File: config.mk
export PLATFORM = sky130hd
export DESIGN_NAME = periodic_timer_pin_capture_ctrl
export DESIGN_NICKNAME = d
export VERILOG_FILES = /design/src/pkg/ptimer_pkg.sv /design/src/verilog/periodic_timer_pin_capture_ctrl.sv
export SDC_FILE = /design/constraint.sdc
export NUM_CORES = 1
export LEC_CHECK = 0
export ABC_AREA = 1
export BUFFER_PORTS_ARGS = -buffer_cell sky130_fd_sc_hd__buf_2
export CAP_MARGIN = 5
export CORE_ASPECT_RATIO = 1.4
export CORE_MARGIN = 10
export CORE_UTILIZATION = 60
export DETAILED_ROUTE_END_ITERATION = 8
export PLACE_DENSITY = 0.76
export REMOVE_ABC_BUFFERS = 1
export SKIP_CTS_REPAIR_TIMING = 1
export SLEW_MARGIN = 20
export SYNTH_ARGS = -nofsm -noshare
export SYNTH_HDL_FRONTEND = slang
export SYNTH_SLANG_ARGS = --single-unit
export TNS_END_PERCENT = 1
File: constraint.sdc
create_clock -name sys_clk -period 2.5 [get_ports sys_clk]
set_input_delay 0.5 -clock sys_clk [delete_from_list [all_inputs] [get_ports sys_clk]]
set_output_delay 0.5 -clock sys_clk [all_outputs]
set_load 0.01 [all_outputs]
File: src/pkg/ptimer_pkg.sv
// Purpose: Constants and carriers for the periodic timer pin and capture block
// Assumes: 8-bit register port, byte-wide registers at word-free indices
// Notes: Offsets are register indices on the plain register port
package ptimer_pkg;
  // ----------------------------------------
  // Register offsets
  // ----------------------------------------
  localparam logic [3:0] OFS_CTRL0 = 4'h0;
  localparam logic [3:0] OFS_CTRL1 = 4'h1;
  localparam logic [3:0] OFS_CLRCFG = 4'h2;
  localparam logic [3:0] OFS_CNT_LO = 4'h3;
  localparam logic [3:0] OFS_CNT_HI = 4'h4;
  localparam logic [3:0] OFS_CMPA_LO = 4'h5;
  localparam logic [3:0] OFS_CMPA_HI = 4'h6;
  localparam logic [3:0] OFS_CMPB_LO = 4'h7;
  localparam logic [3:0] OFS_CMPB_HI = 4'h8;
  localparam logic [3:0] OFS_PER_LO = 4'h9;
  localparam logic [3:0] OFS_PER_HI = 4'ha;

  // ----------------------------------------
  // Field positions and reset values
  // ----------------------------------------
  localparam int BIT_ON = 3;
  localparam int BIT_CCLR = 0;
  localparam int BIT_CAPTS = 1;
  localparam int BIT_POL = 2;
  localparam int BIT_OC = 3;
  localparam int BIT_VLF = 0;
  localparam logic [7:0] RST_BYTE = 8'h00;
  localparam logic [7:0] ZERO_BYTE = 8'h00;

  // ----------------------------------------
  // Timing
  // ----------------------------------------
  localparam int CLK_PERIOD_NS = 10;
  localparam int FILTER_NS = 150;
  localparam int FILTER_CYCLES = FILTER_NS / CLK_PERIOD_NS;
  localparam int FILT_W = 5;

  // ----------------------------------------
  // Encodings
  // ----------------------------------------
  typedef enum logic [1:0] {
    MODE_CMP = 2'b00,
    MODE_CAP = 2'b01,
    MODE_PWM = 2'b10,
    MODE_TMR = 2'b11
  } op_mode_t;

  typedef enum logic [1:0] {
    PF_NONE = 2'b00,
    PF_LOW = 2'b01,
    PF_HIGH = 2'b10,
    PF_TOGGLE = 2'b11
  } pin_fn_t;

  localparam logic [1:0] EDGE_RISE = 2'b00;
  localparam logic [1:0] EDGE_FALL = 2'b01;
  localparam logic [1:0] EDGE_BOTH = 2'b10;
  localparam logic [1:0] EDGE_OFF = 2'b11;
  localparam logic [1:0] CLR_P_ONLY = 2'b00;
  localparam logic [1:0] CLR_RISE = 2'b01;
  localparam logic [1:0] CLR_FALL = 2'b10;

  typedef struct packed {
    op_mode_t mode;
    pin_fn_t pinFunc;
    logic initLevel;
    logic invert;
    logic capSrc;
    logic clrSrc;
  } ctrl1_t;

  typedef struct packed {
    logic [3:0] addr;
    logic [7:0] wdata;
    logic wr;
    logic rd;
  } reg_req_t;
endpackage : ptimer_pkg

File: src/verilog/periodic_timer_pin_capture_ctrl.sv
// Purpose: Periodic timer unit with output pin, capture and counter clear logic
// Assumes: tick is the selected timer clock enable, inputs synchronous to sys_clk
// Notes: WIDE selects 16-bit unit, UNIT0 adds compare B, clear config and filter
//
// Our own choices: the register offsets and the plain strobed port.

// How it works
// Compare-A match in compare mode: none, low, high or toggle by pin function.
// PWM mode pin function: inactive, active, PWM waveform, single pulse.
// Unit 0, clear config 00: capture into A on rise, fall, both, or off.
// Unit 0, clear config nonzero: rise to B, fall to A, both split, or off.
// Units 1-3 capture on rising, falling, both edges, or disabled.
// Compare output changes visibly only if selected level differs from initial level.
// Counter-on rising edge returns pin to its initial level.
// Software changes pin function only while the timer is off.
// Initial level sets pre-match level, PWM active level, single pulse start level.
// Invert flips the pin; invert and initial level unused in timer mode.
// Capture source: capture pin or external clock pin, filtered or noise-filter data on unit 0.
// Clear source 1 clears on compare-A match; 0 on compare-P or overflow.
// Overflow clear only when the period value is all zero.
// Clear source ignored in PWM, single pulse and capture modes.
// Unit 0 capture: clear on P match, plus rise, fall or both edges.
// Read-only latch edge flag: 1 rising, 0 falling trigger of last latch.
// Unit 0 has 16-bit read/write compare B as low and high bytes.
// Counter readable as two bytes; 10-bit units show only bits 9-8 high.
// Compare A low byte is read/write and resets to zero.
// Unimplemented register bits read as zero.
// Pin function has no effect in timer/counter mode.
// Mode select: compare, capture, PWM or single pulse, timer/counter.
// Counter-on rise clears counter; fall stops and holds it.
// Capture inputs synchronised and edge detected, one capture per edge.
module periodic_timer_pin_capture_ctrl #(
  parameter bit WIDE = 1'b1,
  parameter bit UNIT0 = 1'b1
) (
  // Clock, reset, enable
  input wire logic sys_clk,
  input wire logic nrst,
  input wire logic clkEn,
  input wire logic tick,
  // Register port
  input wire logic [3:0] regAddr,
  input wire logic [7:0] regWdata,
  input wire logic regWr,
  input wire logic regRd,
  output logic [7:0] regRdata,
  // Pins
  input wire logic capture_input_pin,
  input wire logic ext_clock_pin,
  input wire logic filtered_data_out,
  input wire logic noise_filter_input_sel,
  output logic timerOut,
  output logic timerOutEn
);
  localparam int FILT_W_L = ptimer_pkg::FILT_W;
  localparam logic [15:0] CNT_MASK = WIDE ? 16'hffff : 16'h03ff;

  ptimer_pkg::reg_req_t req;
  assign req = '{addr: regAddr, wdata: regWdata, wr: regWr, rd: regRd};

  // ----------------------------------------
  // Registers
  // ----------------------------------------
  logic counter_on_reg;
  ptimer_pkg::ctrl1_t ctrl1_reg;
  logic [1:0] capture_clear_sel_reg;
  logic latch_edge_flag_reg;
  logic [15:0] cmpA_reg, cmpB_reg, period_reg, count_reg;
  logic [7:0] rdata_reg;
  logic capSync1_reg, capSync2_reg, capPrev_reg;
  logic [FILT_W_L-1:0] filtCnt_reg;
  logic filtLevel_reg;
  logic onPrev_reg;
  logic pin_reg;
  logic pulseDone_reg;

  function automatic logic wr_hit(input ptimer_pkg::reg_req_t r, input logic [3:0] ofs);
    wr_hit = r.wr && (r.addr == ofs);
  endfunction : wr_hit

  // Low byte / high byte write merge, masked to counter width
  function automatic logic [15:0] byte_merge(input logic [15:0] old, input logic hi, input logic [7:0] d);
    logic [15:0] v;
    v = hi ? {d, old[7:0]} : {old[15:8], d};
    byte_merge = v & CNT_MASK;
  endfunction : byte_merge

  always_ff @(posedge sys_clk or negedge nrst) begin
    if (!nrst) begin
      counter_on_reg <= 1'b0;
      ctrl1_reg <= '0;
      capture_clear_sel_reg <= '0;
    end else if (clkEn) begin
      if (wr_hit(req, ptimer_pkg::OFS_CTRL0)) begin
        counter_on_reg <= req.wdata[ptimer_pkg::BIT_ON];
      end
      if (wr_hit(req, ptimer_pkg::OFS_CTRL1)) begin
        ctrl1_reg <= req.wdata;
      end
      if (UNIT0 && wr_hit(req, ptimer_pkg::OFS_CLRCFG)) begin
        capture_clear_sel_reg <= req.wdata[2:1];
      end
    end
  end

  // ----------------------------------------
  // Capture source and edge detect
  // ----------------------------------------
  logic capRaw, capSel, rise, fall;
  assign capRaw = ctrl1_reg.capSrc ? ext_clock_pin : capture_input_pin;

  always_ff @(posedge sys_clk or negedge nrst) begin
    if (!nrst) begin
      capSync1_reg <= 1'b0;
      capSync2_reg <= 1'b0;
    end else if (clkEn) begin
      capSync1_reg <= capRaw;
      capSync2_reg <= capSync1_reg;
    end
  end

  // Pulses shorter than the filter time are dropped
  always_ff @(posedge sys_clk or negedge nrst) begin
    if (!nrst) begin
      filtCnt_reg <= '0;
      filtLevel_reg <= 1'b0;
    end else if (clkEn) begin
      if (capSync2_reg == filtLevel_reg) begin
        filtCnt_reg <= '0;
      end else if (filtCnt_reg == FILT_W_L'(ptimer_pkg::FILTER_CYCLES - 1)) begin
        filtCnt_reg <= '0;
        filtLevel_reg <= capSync2_reg;
      end else begin
        filtCnt_reg <= filtCnt_reg + 1'b1;
      end
    end
  end

  always_comb begin
    if (UNIT0 && ctrl1_reg.capSrc) begin
      capSel = noise_filter_input_sel ? filtered_data_out : filtLevel_reg;
    end else begin
      capSel = capSync2_reg;
    end
  end

  always_ff @(posedge sys_clk or negedge nrst) begin
    if (!nrst) begin
      capPrev_reg <= 1'b0;
    end else if (clkEn) begin
      capPrev_reg <= capSel;
    end
  end

  assign rise = capSel && !capPrev_reg;
  assign fall = !capSel && capPrev_reg;

  // ----------------------------------------
  // Capture decode
  // ----------------------------------------
  logic isCap, capToA, capToB, edgeClr;
  logic [1:0] edgeSel;
  assign isCap = ctrl1_reg.mode == ptimer_pkg::MODE_CAP;
  assign edgeSel = ctrl1_reg.pinFunc;

  always_comb begin
    capToA = 1'b0;
    capToB = 1'b0;
    if (isCap && counter_on_reg) begin
      if (!UNIT0 || capture_clear_sel_reg == ptimer_pkg::CLR_P_ONLY) begin
        unique case (edgeSel)
          ptimer_pkg::EDGE_RISE: capToA = rise;
          ptimer_pkg::EDGE_FALL: capToA = fall;
          ptimer_pkg::EDGE_BOTH: capToA = rise || fall;
          ptimer_pkg::EDGE_OFF: capToA = 1'b0;
        endcase
      end else begin
        unique case (edgeSel)
          ptimer_pkg::EDGE_RISE: capToB = rise;
          ptimer_pkg::EDGE_FALL: capToA = fall;
          ptimer_pkg::EDGE_BOTH: begin
            capToA = fall;
            capToB = rise;
          end
          ptimer_pkg::EDGE_OFF: capToA = 1'b0;
        endcase
      end
    end
  end

  always_comb begin
    edgeClr = 1'b0;
    if (UNIT0 && isCap && counter_on_reg) begin
      unique case (capture_clear_sel_reg)
        ptimer_pkg::CLR_P_ONLY: edgeClr = 1'b0;
        ptimer_pkg::CLR_RISE: edgeClr = rise;
        ptimer_pkg::CLR_FALL: edgeClr = fall;
        default: edgeClr = rise || fall;
      endcase
    end
  end

  always_ff @(posedge sys_clk or negedge nrst) begin
    if (!nrst) begin
      latch_edge_flag_reg <= 1'b0;
    end else if (clkEn && (capToA || capToB)) begin
      latch_edge_flag_reg <= rise;
    end
  end

  // ----------------------------------------
  // Counter and compare
  // ----------------------------------------
  logic onRise, matchA, matchP, ovf, clrCnt;
  logic [15:0] cntMasked;
  assign cntMasked = count_reg & CNT_MASK;
  assign onRise = counter_on_reg && !onPrev_reg;
  assign matchA = tick && counter_on_reg && cntMasked == (cmpA_reg & CNT_MASK);
  assign matchP = tick && counter_on_reg && period_reg != '0 && cntMasked == period_reg;
  assign ovf = tick && counter_on_reg && cntMasked == CNT_MASK;

  always_comb begin
    if (ctrl1_reg.mode == ptimer_pkg::MODE_CMP || ctrl1_reg.mode == ptimer_pkg::MODE_TMR) begin
      clrCnt = ctrl1_reg.clrSrc ? matchA : (matchP || (ovf && period_reg == '0));
    end else begin
      clrCnt = matchP || edgeClr || (ovf && period_reg == '0);
    end
  end

  always_ff @(posedge sys_clk or negedge nrst) begin
    if (!nrst) begin
      onPrev_reg <= 1'b0;
      count_reg <= '0;
    end else if (clkEn) begin
      onPrev_reg <= counter_on_reg;
      if (onRise) begin
        count_reg <= '0;
      end else if (clrCnt) begin
        count_reg <= '0;
      end else if (tick && counter_on_reg) begin
        count_reg <= (count_reg + 16'h0001) & CNT_MASK;
      end
    end
  end

  always_ff @(posedge sys_clk or negedge nrst) begin
    if (!nrst) begin
      cmpA_reg <= '0;
      cmpB_reg <= '0;
      period_reg <= '0;
    end else if (clkEn) begin
      if (capToA) begin
        cmpA_reg <= cntMasked;
      end else if (wr_hit(req, ptimer_pkg::OFS_CMPA_LO) || wr_hit(req, ptimer_pkg::OFS_CMPA_HI)) begin
        cmpA_reg <= byte_merge(cmpA_reg, req.addr == ptimer_pkg::OFS_CMPA_HI, req.wdata);
      end
      if (UNIT0 && capToB) begin
        cmpB_reg <= cntMasked;
      end else if (UNIT0 && (wr_hit(req, ptimer_pkg::OFS_CMPB_LO) || wr_hit(req, ptimer_pkg::OFS_CMPB_HI))) begin
        cmpB_reg <= {(req.addr == ptimer_pkg::OFS_CMPB_HI) ? req.wdata : cmpB_reg[15:8],
                     (req.addr == ptimer_pkg::OFS_CMPB_LO) ? req.wdata : cmpB_reg[7:0]};
      end
      if (wr_hit(req, ptimer_pkg::OFS_PER_LO) || wr_hit(req, ptimer_pkg::OFS_PER_HI)) begin
        period_reg <= byte_merge(period_reg, req.addr == ptimer_pkg::OFS_PER_HI, req.wdata);
      end
    end
  end

  // ----------------------------------------
  // Output pin
  // ----------------------------------------
  logic pwmActive, pinLevel;
  assign pwmActive = cntMasked < (cmpA_reg & CNT_MASK);

  always_ff @(posedge sys_clk or negedge nrst) begin
    if (!nrst) begin
      pin_reg <= 1'b0;
      pulseDone_reg <= 1'b0;
    end else if (clkEn) begin
      if (onRise) begin
        pin_reg <= ctrl1_reg.initLevel;
        pulseDone_reg <= 1'b0;
      end else if (ctrl1_reg.mode == ptimer_pkg::MODE_CMP && matchA) begin
        unique case (ctrl1_reg.pinFunc)
          ptimer_pkg::PF_NONE: pin_reg <= pin_reg;
          ptimer_pkg::PF_LOW: pin_reg <= 1'b0;
          ptimer_pkg::PF_HIGH: pin_reg <= 1'b1;
          ptimer_pkg::PF_TOGGLE: pin_reg <= !pin_reg;
        endcase
      end else if (ctrl1_reg.mode == ptimer_pkg::MODE_PWM && (matchA || matchP)) begin
        pulseDone_reg <= 1'b1;
      end
    end
  end

  always_comb begin
    pinLevel = pin_reg;
    if (ctrl1_reg.mode == ptimer_pkg::MODE_PWM) begin
      unique case (ctrl1_reg.pinFunc)
        ptimer_pkg::PF_NONE: pinLevel = !ctrl1_reg.initLevel;
        ptimer_pkg::PF_LOW: pinLevel = ctrl1_reg.initLevel;
        ptimer_pkg::PF_HIGH: pinLevel = counter_on_reg && pwmActive ? ctrl1_reg.initLevel : !ctrl1_reg.initLevel;
        ptimer_pkg::PF_TOGGLE: pinLevel = counter_on_reg && !pulseDone_reg ? ctrl1_reg.initLevel
                                                                         : !ctrl1_reg.initLevel;
      endcase
    end
  end

  always_comb begin
    timerOutEn = ctrl1_reg.mode != ptimer_pkg::MODE_TMR && ctrl1_reg.mode != ptimer_pkg::MODE_CAP;
    timerOut = timerOutEn ? (pinLevel ^ ctrl1_reg.invert) : 1'b0;
  end

  // ----------------------------------------
  // Read port
  // ----------------------------------------
  always_ff @(posedge sys_clk or negedge nrst) begin
    if (!nrst) begin
      rdata_reg <= ptimer_pkg::RST_BYTE;
    end else if (clkEn) begin
      rdata_reg <= ptimer_pkg::ZERO_BYTE;
      if (req.rd) begin
        unique case (req.addr)
          ptimer_pkg::OFS_CTRL0: rdata_reg <= 8'(counter_on_reg) << ptimer_pkg::BIT_ON;
          ptimer_pkg::OFS_CTRL1: rdata_reg <= ctrl1_reg;
          ptimer_pkg::OFS_CLRCFG: rdata_reg <= UNIT0 ? {5'h00, capture_clear_sel_reg, latch_edge_flag_reg} : 8'h00;
          ptimer_pkg::OFS_CNT_LO: rdata_reg <= cntMasked[7:0];
          ptimer_pkg::OFS_CNT_HI: rdata_reg <= cntMasked[15:8];
          ptimer_pkg::OFS_CMPA_LO: rdata_reg <= cmpA_reg[7:0];
          ptimer_pkg::OFS_CMPA_HI: rdata_reg <= cmpA_reg[15:8];
          ptimer_pkg::OFS_CMPB_LO: rdata_reg <= UNIT0 ? cmpB_reg[7:0] : 8'h00;
          ptimer_pkg::OFS_CMPB_HI: rdata_reg <= UNIT0 ? cmpB_reg[15:8] : 8'h00;
          ptimer_pkg::OFS_PER_LO: rdata_reg <= period_reg[7:0];
          ptimer_pkg::OFS_PER_HI: rdata_reg <= period_reg[15:8];
          default: rdata_reg <= ptimer_pkg::ZERO_BYTE;
        endcase
      end
    end
  end

  assign regRdata = rdata_reg;
endmodule : periodic_timer_pin_capture_ctrl
Yosys cells after proc, flatten, opt, wreduce, memory -nomap -nowiden --
Index checks and enable logic that the tools add are counted.
Storage, ports and cells: flip-flop bits (word level) 96, word-level logic and storage cells 168
Cells by class: $add $sub $neg 2, magnitude comparators 1, equality and inequality tests 28, multiplexer cells 39, bitwise logic cells 3, reductions and logical operators 70
Operator list (number):
- 2-to-1 mux 16 bit | 8
- case mux 8 bit (11 select lines) | 1
- == test 16 bit | 2
- AND reduction 3 bit | 9
- logical AND 1 bit | 25
- 2-to-1 mux 8 bit | 3
- 2-to-1 mux 1 bit | 21
- adder 16 x 1 -> 16 bit (second input constant) | 1
- == test 16 bit (second input constant) | 1
- == test 4 x 3 -> 1 bit (second input constant) | 4
- logical NOT 16 bit | 1
- < comparator 16 bit | 1
- nonzero test 16 bit | 1
- nonzero test 2 bit | 7
- == test 4 bit (second input constant) | 3
- == test 2 bit (second input constant) | 5
- logical OR 1 bit | 10
- 2-to-1 mux 5 bit | 2
- == test 4 x 2 -> 1 bit (second input constant) | 2
- inequality test 2 bit (second input constant) | 4
- case mux 1 bit (4 select lines) | 2
- AND reduction 2 bit | 4
- == test 2 x 1 -> 1 bit (second input constant) | 3
- logical NOT 1 bit | 6
- other kinds (12) | 17

Longest topological paths before layout --
depth in word-level cells 12, gate-level depth with buffers 18, depth with buffers taken out 18

Worst setup path before layout --
OpenSTA, ideal clock, no wires.
path kind input -> register, from input port noise_filter_input_sel, to register cmpA_reg[0], setup time 0.125 ns, arrival time 2.124 ns, setup slack 0.251 ns, stages 13, buffers on the path 1, cell sequence nand2_1 o211ai_1 o21ai_0 inv_1 ha_1 o21ai_0 a21oi_1 nor2_1 nand3_2 buf_6 nand2_4 nand2_2 mux2_4
On the way: longest elaborated chain between the ends 10, elaborated cells on any way between the ends 14, classes of those cells eq/ne (1); mux (7); reduce/logical (6)
RTL lines:
- start: declaration | line periodic_timer_pin_capture_ctrl.sv:51 | input wire logic noise_filter_input_sel,
- 2-to-1 mux 1 bit * | line periodic_timer_pin_capture_ctrl.sv:141 | capSel = noise_filter_input_sel ? filtered_data_out : filtLevel_reg;
- 2-to-1 mux 1 bit * | line periodic_timer_pin_capture_ctrl.sv:140 | if (UNIT0 && ctrl1_reg.capSrc) begin
- named net capSel | line periodic_timer_pin_capture_ctrl.sv:109 | logic capRaw, capSel, rise, fall;
- logical NOT 1 bit | line periodic_timer_pin_capture_ctrl.sv:156 | assign fall = !capSel && capPrev_reg;
- logical AND 1 bit | line periodic_timer_pin_capture_ctrl.sv:156
- logical OR 1 bit | line periodic_timer_pin_capture_ctrl.sv:174 | ptimer_pkg::EDGE_BOTH: capToA = rise || fall;
- case mux 1 bit (4 select lines) | line periodic_timer_pin_capture_ctrl.sv:171 | unique case (edgeSel)
- 2-to-1 mux 1 bit * | line periodic_timer_pin_capture_ctrl.sv:170 | if (!UNIT0 || capture_clear_sel_reg == ptimer_pkg::CLR_P_ONLY) begin
- 2-to-1 mux 1 bit * | line periodic_timer_pin_capture_ctrl.sv:169 | if (isCap && counter_on_reg) begin
- inequality test 2 bit (no line) / nonzero test 2 bit (equally long branches)
- AND reduction 3 bit (no line)
- end signal: assignment | line periodic_timer_pin_capture_ctrl.sv:253 | cmpA_reg <= cntMasked;
- end signal: assignment | line periodic_timer_pin_capture_ctrl.sv:255 | cmpA_reg <= byte_merge(cmpA_reg, req.addr == ptimer_pkg::OFS_CMPA_HI, req.wdata);
- end: declaration | line periodic_timer_pin_capture_ctrl.sv:68 | logic [15:0] cmpA_reg, cmpB_reg, period_reg, count_reg;
The timed path passes the listed nets; every way through them passes the cells marked *. A chain may end at the register's enable or synchronous reset.

Final worst setup path --
from register cmpA_reg[1], to output port timerOut
On the way: longest elaborated chain between the ends 7
RTL lines:
- < comparator 16 bit | line periodic_timer_pin_capture_ctrl.sv:273 | assign pwmActive = cntMasked < (cmpA_reg & CNT_MASK);
- logical AND 1 bit | line periodic_timer_pin_capture_ctrl.sv:302 | ptimer_pkg::PF_HIGH: pinLevel = counter_on_reg && pwmActive ? ctrl1_reg.initLevel : !ctrl1_reg.initLevel;
- 2-to-1 mux 1 bit | line periodic_timer_pin_capture_ctrl.sv:302
- case mux 1 bit (4 select lines) | line periodic_timer_pin_capture_ctrl.sv:299 | unique case (ctrl1_reg.pinFunc)
- 2-to-1 mux 1 bit | line periodic_timer_pin_capture_ctrl.sv:298 | if (ctrl1_reg.mode == ptimer_pkg::MODE_PWM) begin
- XOR 1 bit | line periodic_timer_pin_capture_ctrl.sv:311 | timerOut = timerOutEn ? (pinLevel ^ ctrl1_reg.invert) : 1'b0;
- 2-to-1 mux 1 bit | line periodic_timer_pin_capture_ctrl.sv:311
- end: declaration | line periodic_timer_pin_capture_ctrl.sv:52 | output logic timerOut,
No other way between the ends.

==> metrics.txt <==
drt wl/cell 20.6 microns; Final min period 2.74 ns; Worst-Skew Late Latency 0.35 ns; Finished Cell Area 7170 sq um; dominant synthesized flop cell dfrtp_1; Bufs on Longest Clock Path 2; M1 GR Usage 32.7%; post-route clock period utilization 109%; fmax between 300 and 400 MHz; CTS HTree Levels 3; switching pwr 2.11 mW; Relative slew margins 54.1%; final setup vio count 1; Fillers 840; Ys Warns 0; Yosys reg bits 96; routing usage on met3 6.24%; mux share of post-synthesis cell area 0.491%; Avg Cell Area, Syn 7.46 sq um; first-pass GRT wire length 32.8 mm; Worst Skew 0.00670 ns; # IOs 32; Worst Setup Start Kind flop; Leak 3.61 nW; layout cells sized above 1 18.6%; Synth Area in Simple Gates 24.0%; final worst slack -0.237 ns; layer with the highest usage met2; DP Area roughly 6700 sq um; total congestion overflow 0; # DRC 0; sequential share of the synthesized area 39.3%; cell-internal power 3.41 mW; Post-synth top cells nand2_1, inv_1, dfrtp_1, nor2_1, o21ai_0; CP endpoint kind primary output; Starting DRT DRC Count between 600 and 700; Total Wirelength 21.2 mm; Fin Hold WS 0.180 ns; Final TNS setup -0.237 ns; Compound-Gate Fraction of Synth Area 18.8%; Vias per Instance 5.97; synth-to-layout area growth 17.2%; Post-synth ARST share 100%; max-slew violation count 0; Crit Path Category flop to primary output; FP Rows 43; area occupied by multi-input gates 3210 sq um; # diodes 0; die footprint 14700 sq um; Post-Syn Instances 820; Routed Antenna Nets 0; initial antenna violation count 0; synth unique cells 46; Sink Count 96; Non-Filler Instances approximately 1000; Max Cap Violations 0; most used cell, CP nand2_1; via count 6148; Clk pwr share 28.0%; CTS buffer count 9; Hold/Removal Path Class primary input to async pin; post-synth top area share 39.3%; Synth area leader dfrtp_1; RSZ-0062 raised after global routing yes; combinational share of power 34.5%; Max stage delay cell, worst path dfrtp_1; Buf/Inv on CP 2; core footprint 9950 sq um; sequential power share 37.6%; peak supply drop roughly 500 uV; dominant combinational cell family by area after synthesis simple AND/OR/NAND/NOR gates; worst slew pin tran 0.689 ns; number of global-route vias before repair between 6000 and 7000; dpl hpwl 16.0 mm; CP Cell Sequence inv_2, ha_4, nand2_1, nand2_1, nand2_2, nand2_1, nand2_1, nand2_1, nand2_2, nand2_1, nand2_1, nand3_1, nand2_1, nand2_2, a21oi_1, nor2_1, buf_2; Worst-path clk slew 0.07 ns; FF+latch area 2400 sq um; Sw Share 38.3%; status finished with violations; final hold vios 0; Synth area leaders dfrtp_1, nand2_1, inv_1; Total GRT Usage 28.8%; Synth Cell Area slightly above 6000 sq um; number of I/O port buffers 31; CTS tree built; Root Buffer clkbuf_16; CP max FO 2; DIE WIDTH 105 microns; largest net degree at the start of global routing 52; WP data arrival ~2.2 ns; Pwr Density 770 nW/um^2; max incr delay on CP 0.40 ns; Initial Util 61.5%; WP data required roughly 2 ns; dpl ws -0.0654 ns; M2 GR Usage a little under half; dpl cells 1004; Worst path top cell family by delay simple AND/OR/NAND/NOR gates; count leader, synth nand2_1; DRT Pass-1 Iters 6; Die Height 139 microns; number of synthesized flops with an enable pin 0; Synth Area in Adders 5.93%; Final GP Congestion 1.02; failing checks setup timing; Synth Area in XOR/XNOR under 10%; Nets 940
kinds of logic after synthesis:
logic type / Yosys count
and+or+nand+nor: 336
AOI/OAI and AO/OA: 195
buffers and inverters: 152
DFF: 96
adders and majority gates: 29
xor gates and xnor gates: 10
muxes: 2
path summary, 6_finish.rpt:
check | from | end | slack [ns] | depth (start not counted)
setup / recovery | cmpA_reg[1]$_DFFE_PN0P_ | timerOut | -0.24 | 17
hold / removal | nrst | filtCnt_reg[3]$_DFFE_PN0P_ | 0.18 | 1
setup reg to reg | filtLevel_reg$_DFFE_PN0P_ | cmpA_reg[1]$_DFFE_PN0P_ | 0.16 | 16
hold reg to reg | regRdata[1]$_DFFE_PN0P_ | regRdata[1]$_DFFE_PN0P_ | 0.48 | 2
max in group asynchronous | nrst | cmpB_reg[14]$_DFFE_PN0P_ | 1.65 | 2
min in group sys_clk | ext_clock_pin | capSync1_reg$_DFFE_PN0P_ | 0.43 | 3
layer usage:
layer,up-vias,wire [microns]
met5,-,0
met4,0,1680
met3,110,2070
met2,366,9940
met1,2836,7510
li1,2836,-
layout by cell type (no fill, tap or decap), types with 8 or more instances in the layout:
cell and n:
a21oi_1 41, buf_2 30, buf_4 43, clkbuf_16 9, dfrtp_1 94, ha_1 24, inv_1 112, inv_2 19
nand2_1 191, nand2_2 10, nand2_4 9, nand3_1 22, nor2_1 75, o21ai_0 65, o21ai_1 10, o22ai_1 42
o41ai_1 9, xor2_1 8
power groups by stage:
| stage | clock [mW] | combinational (mW) | sequential (mW) |
|---|---|---|---|
| after floorplan | 0 | 0.971 | 2.02 |
| after global placement | 0 | 1.60 | 2.07 |
| after detailed placement | 0 | 1.66 | 2.08 |
| after CTS | 1.55 | 1.69 | 2.05 |
| after global routing | 1.61 | 2.08 | 2.10 |
| final | 1.54 | 1.90 | 2.07 |
worst register-to-register path, stage by stage, from the launching register on:
cell and delay, ns:
dfrtp_1 0.39, inv_1 0.06, o211ai_1 0.15, o21ai_1 0.12
inv_1 0.07, ha_1 0.20, inv_1 0.10, o21ai_1 0.17
a21oi_1 0.06, nor2_1 0.12, nand3_2 0.14, buf_4 0.18
nand2_4 0.05, nand2_2 0.08, buf_12 0.16, nor2_1 0.11
a21oi_1 0.06
stage by stage:
| step | total power [mW] | utilization, % |
|---|---|---|
| after global routing | 5.79 | 72.0 |
| after CTS | 5.29 | 70.1 |
| final | 5.52 | 72.0 |
| after global placement | 3.68 | 66.8 |
| after detailed placement | 3.74 | 66.8 |
| after floorplan | 2.99 | - |
final cells by class:
class                      count  area share [%]
inverter                     133            7.07
clock buffer                   9            3.14
clock inverter                 7            1.41
timing repair buffer          77            7.71
sequential                    96            33.5
tap                          135            2.36
multi-input combinational    572            44.8
No activity file was read; power rests on OpenSTA's default activity.
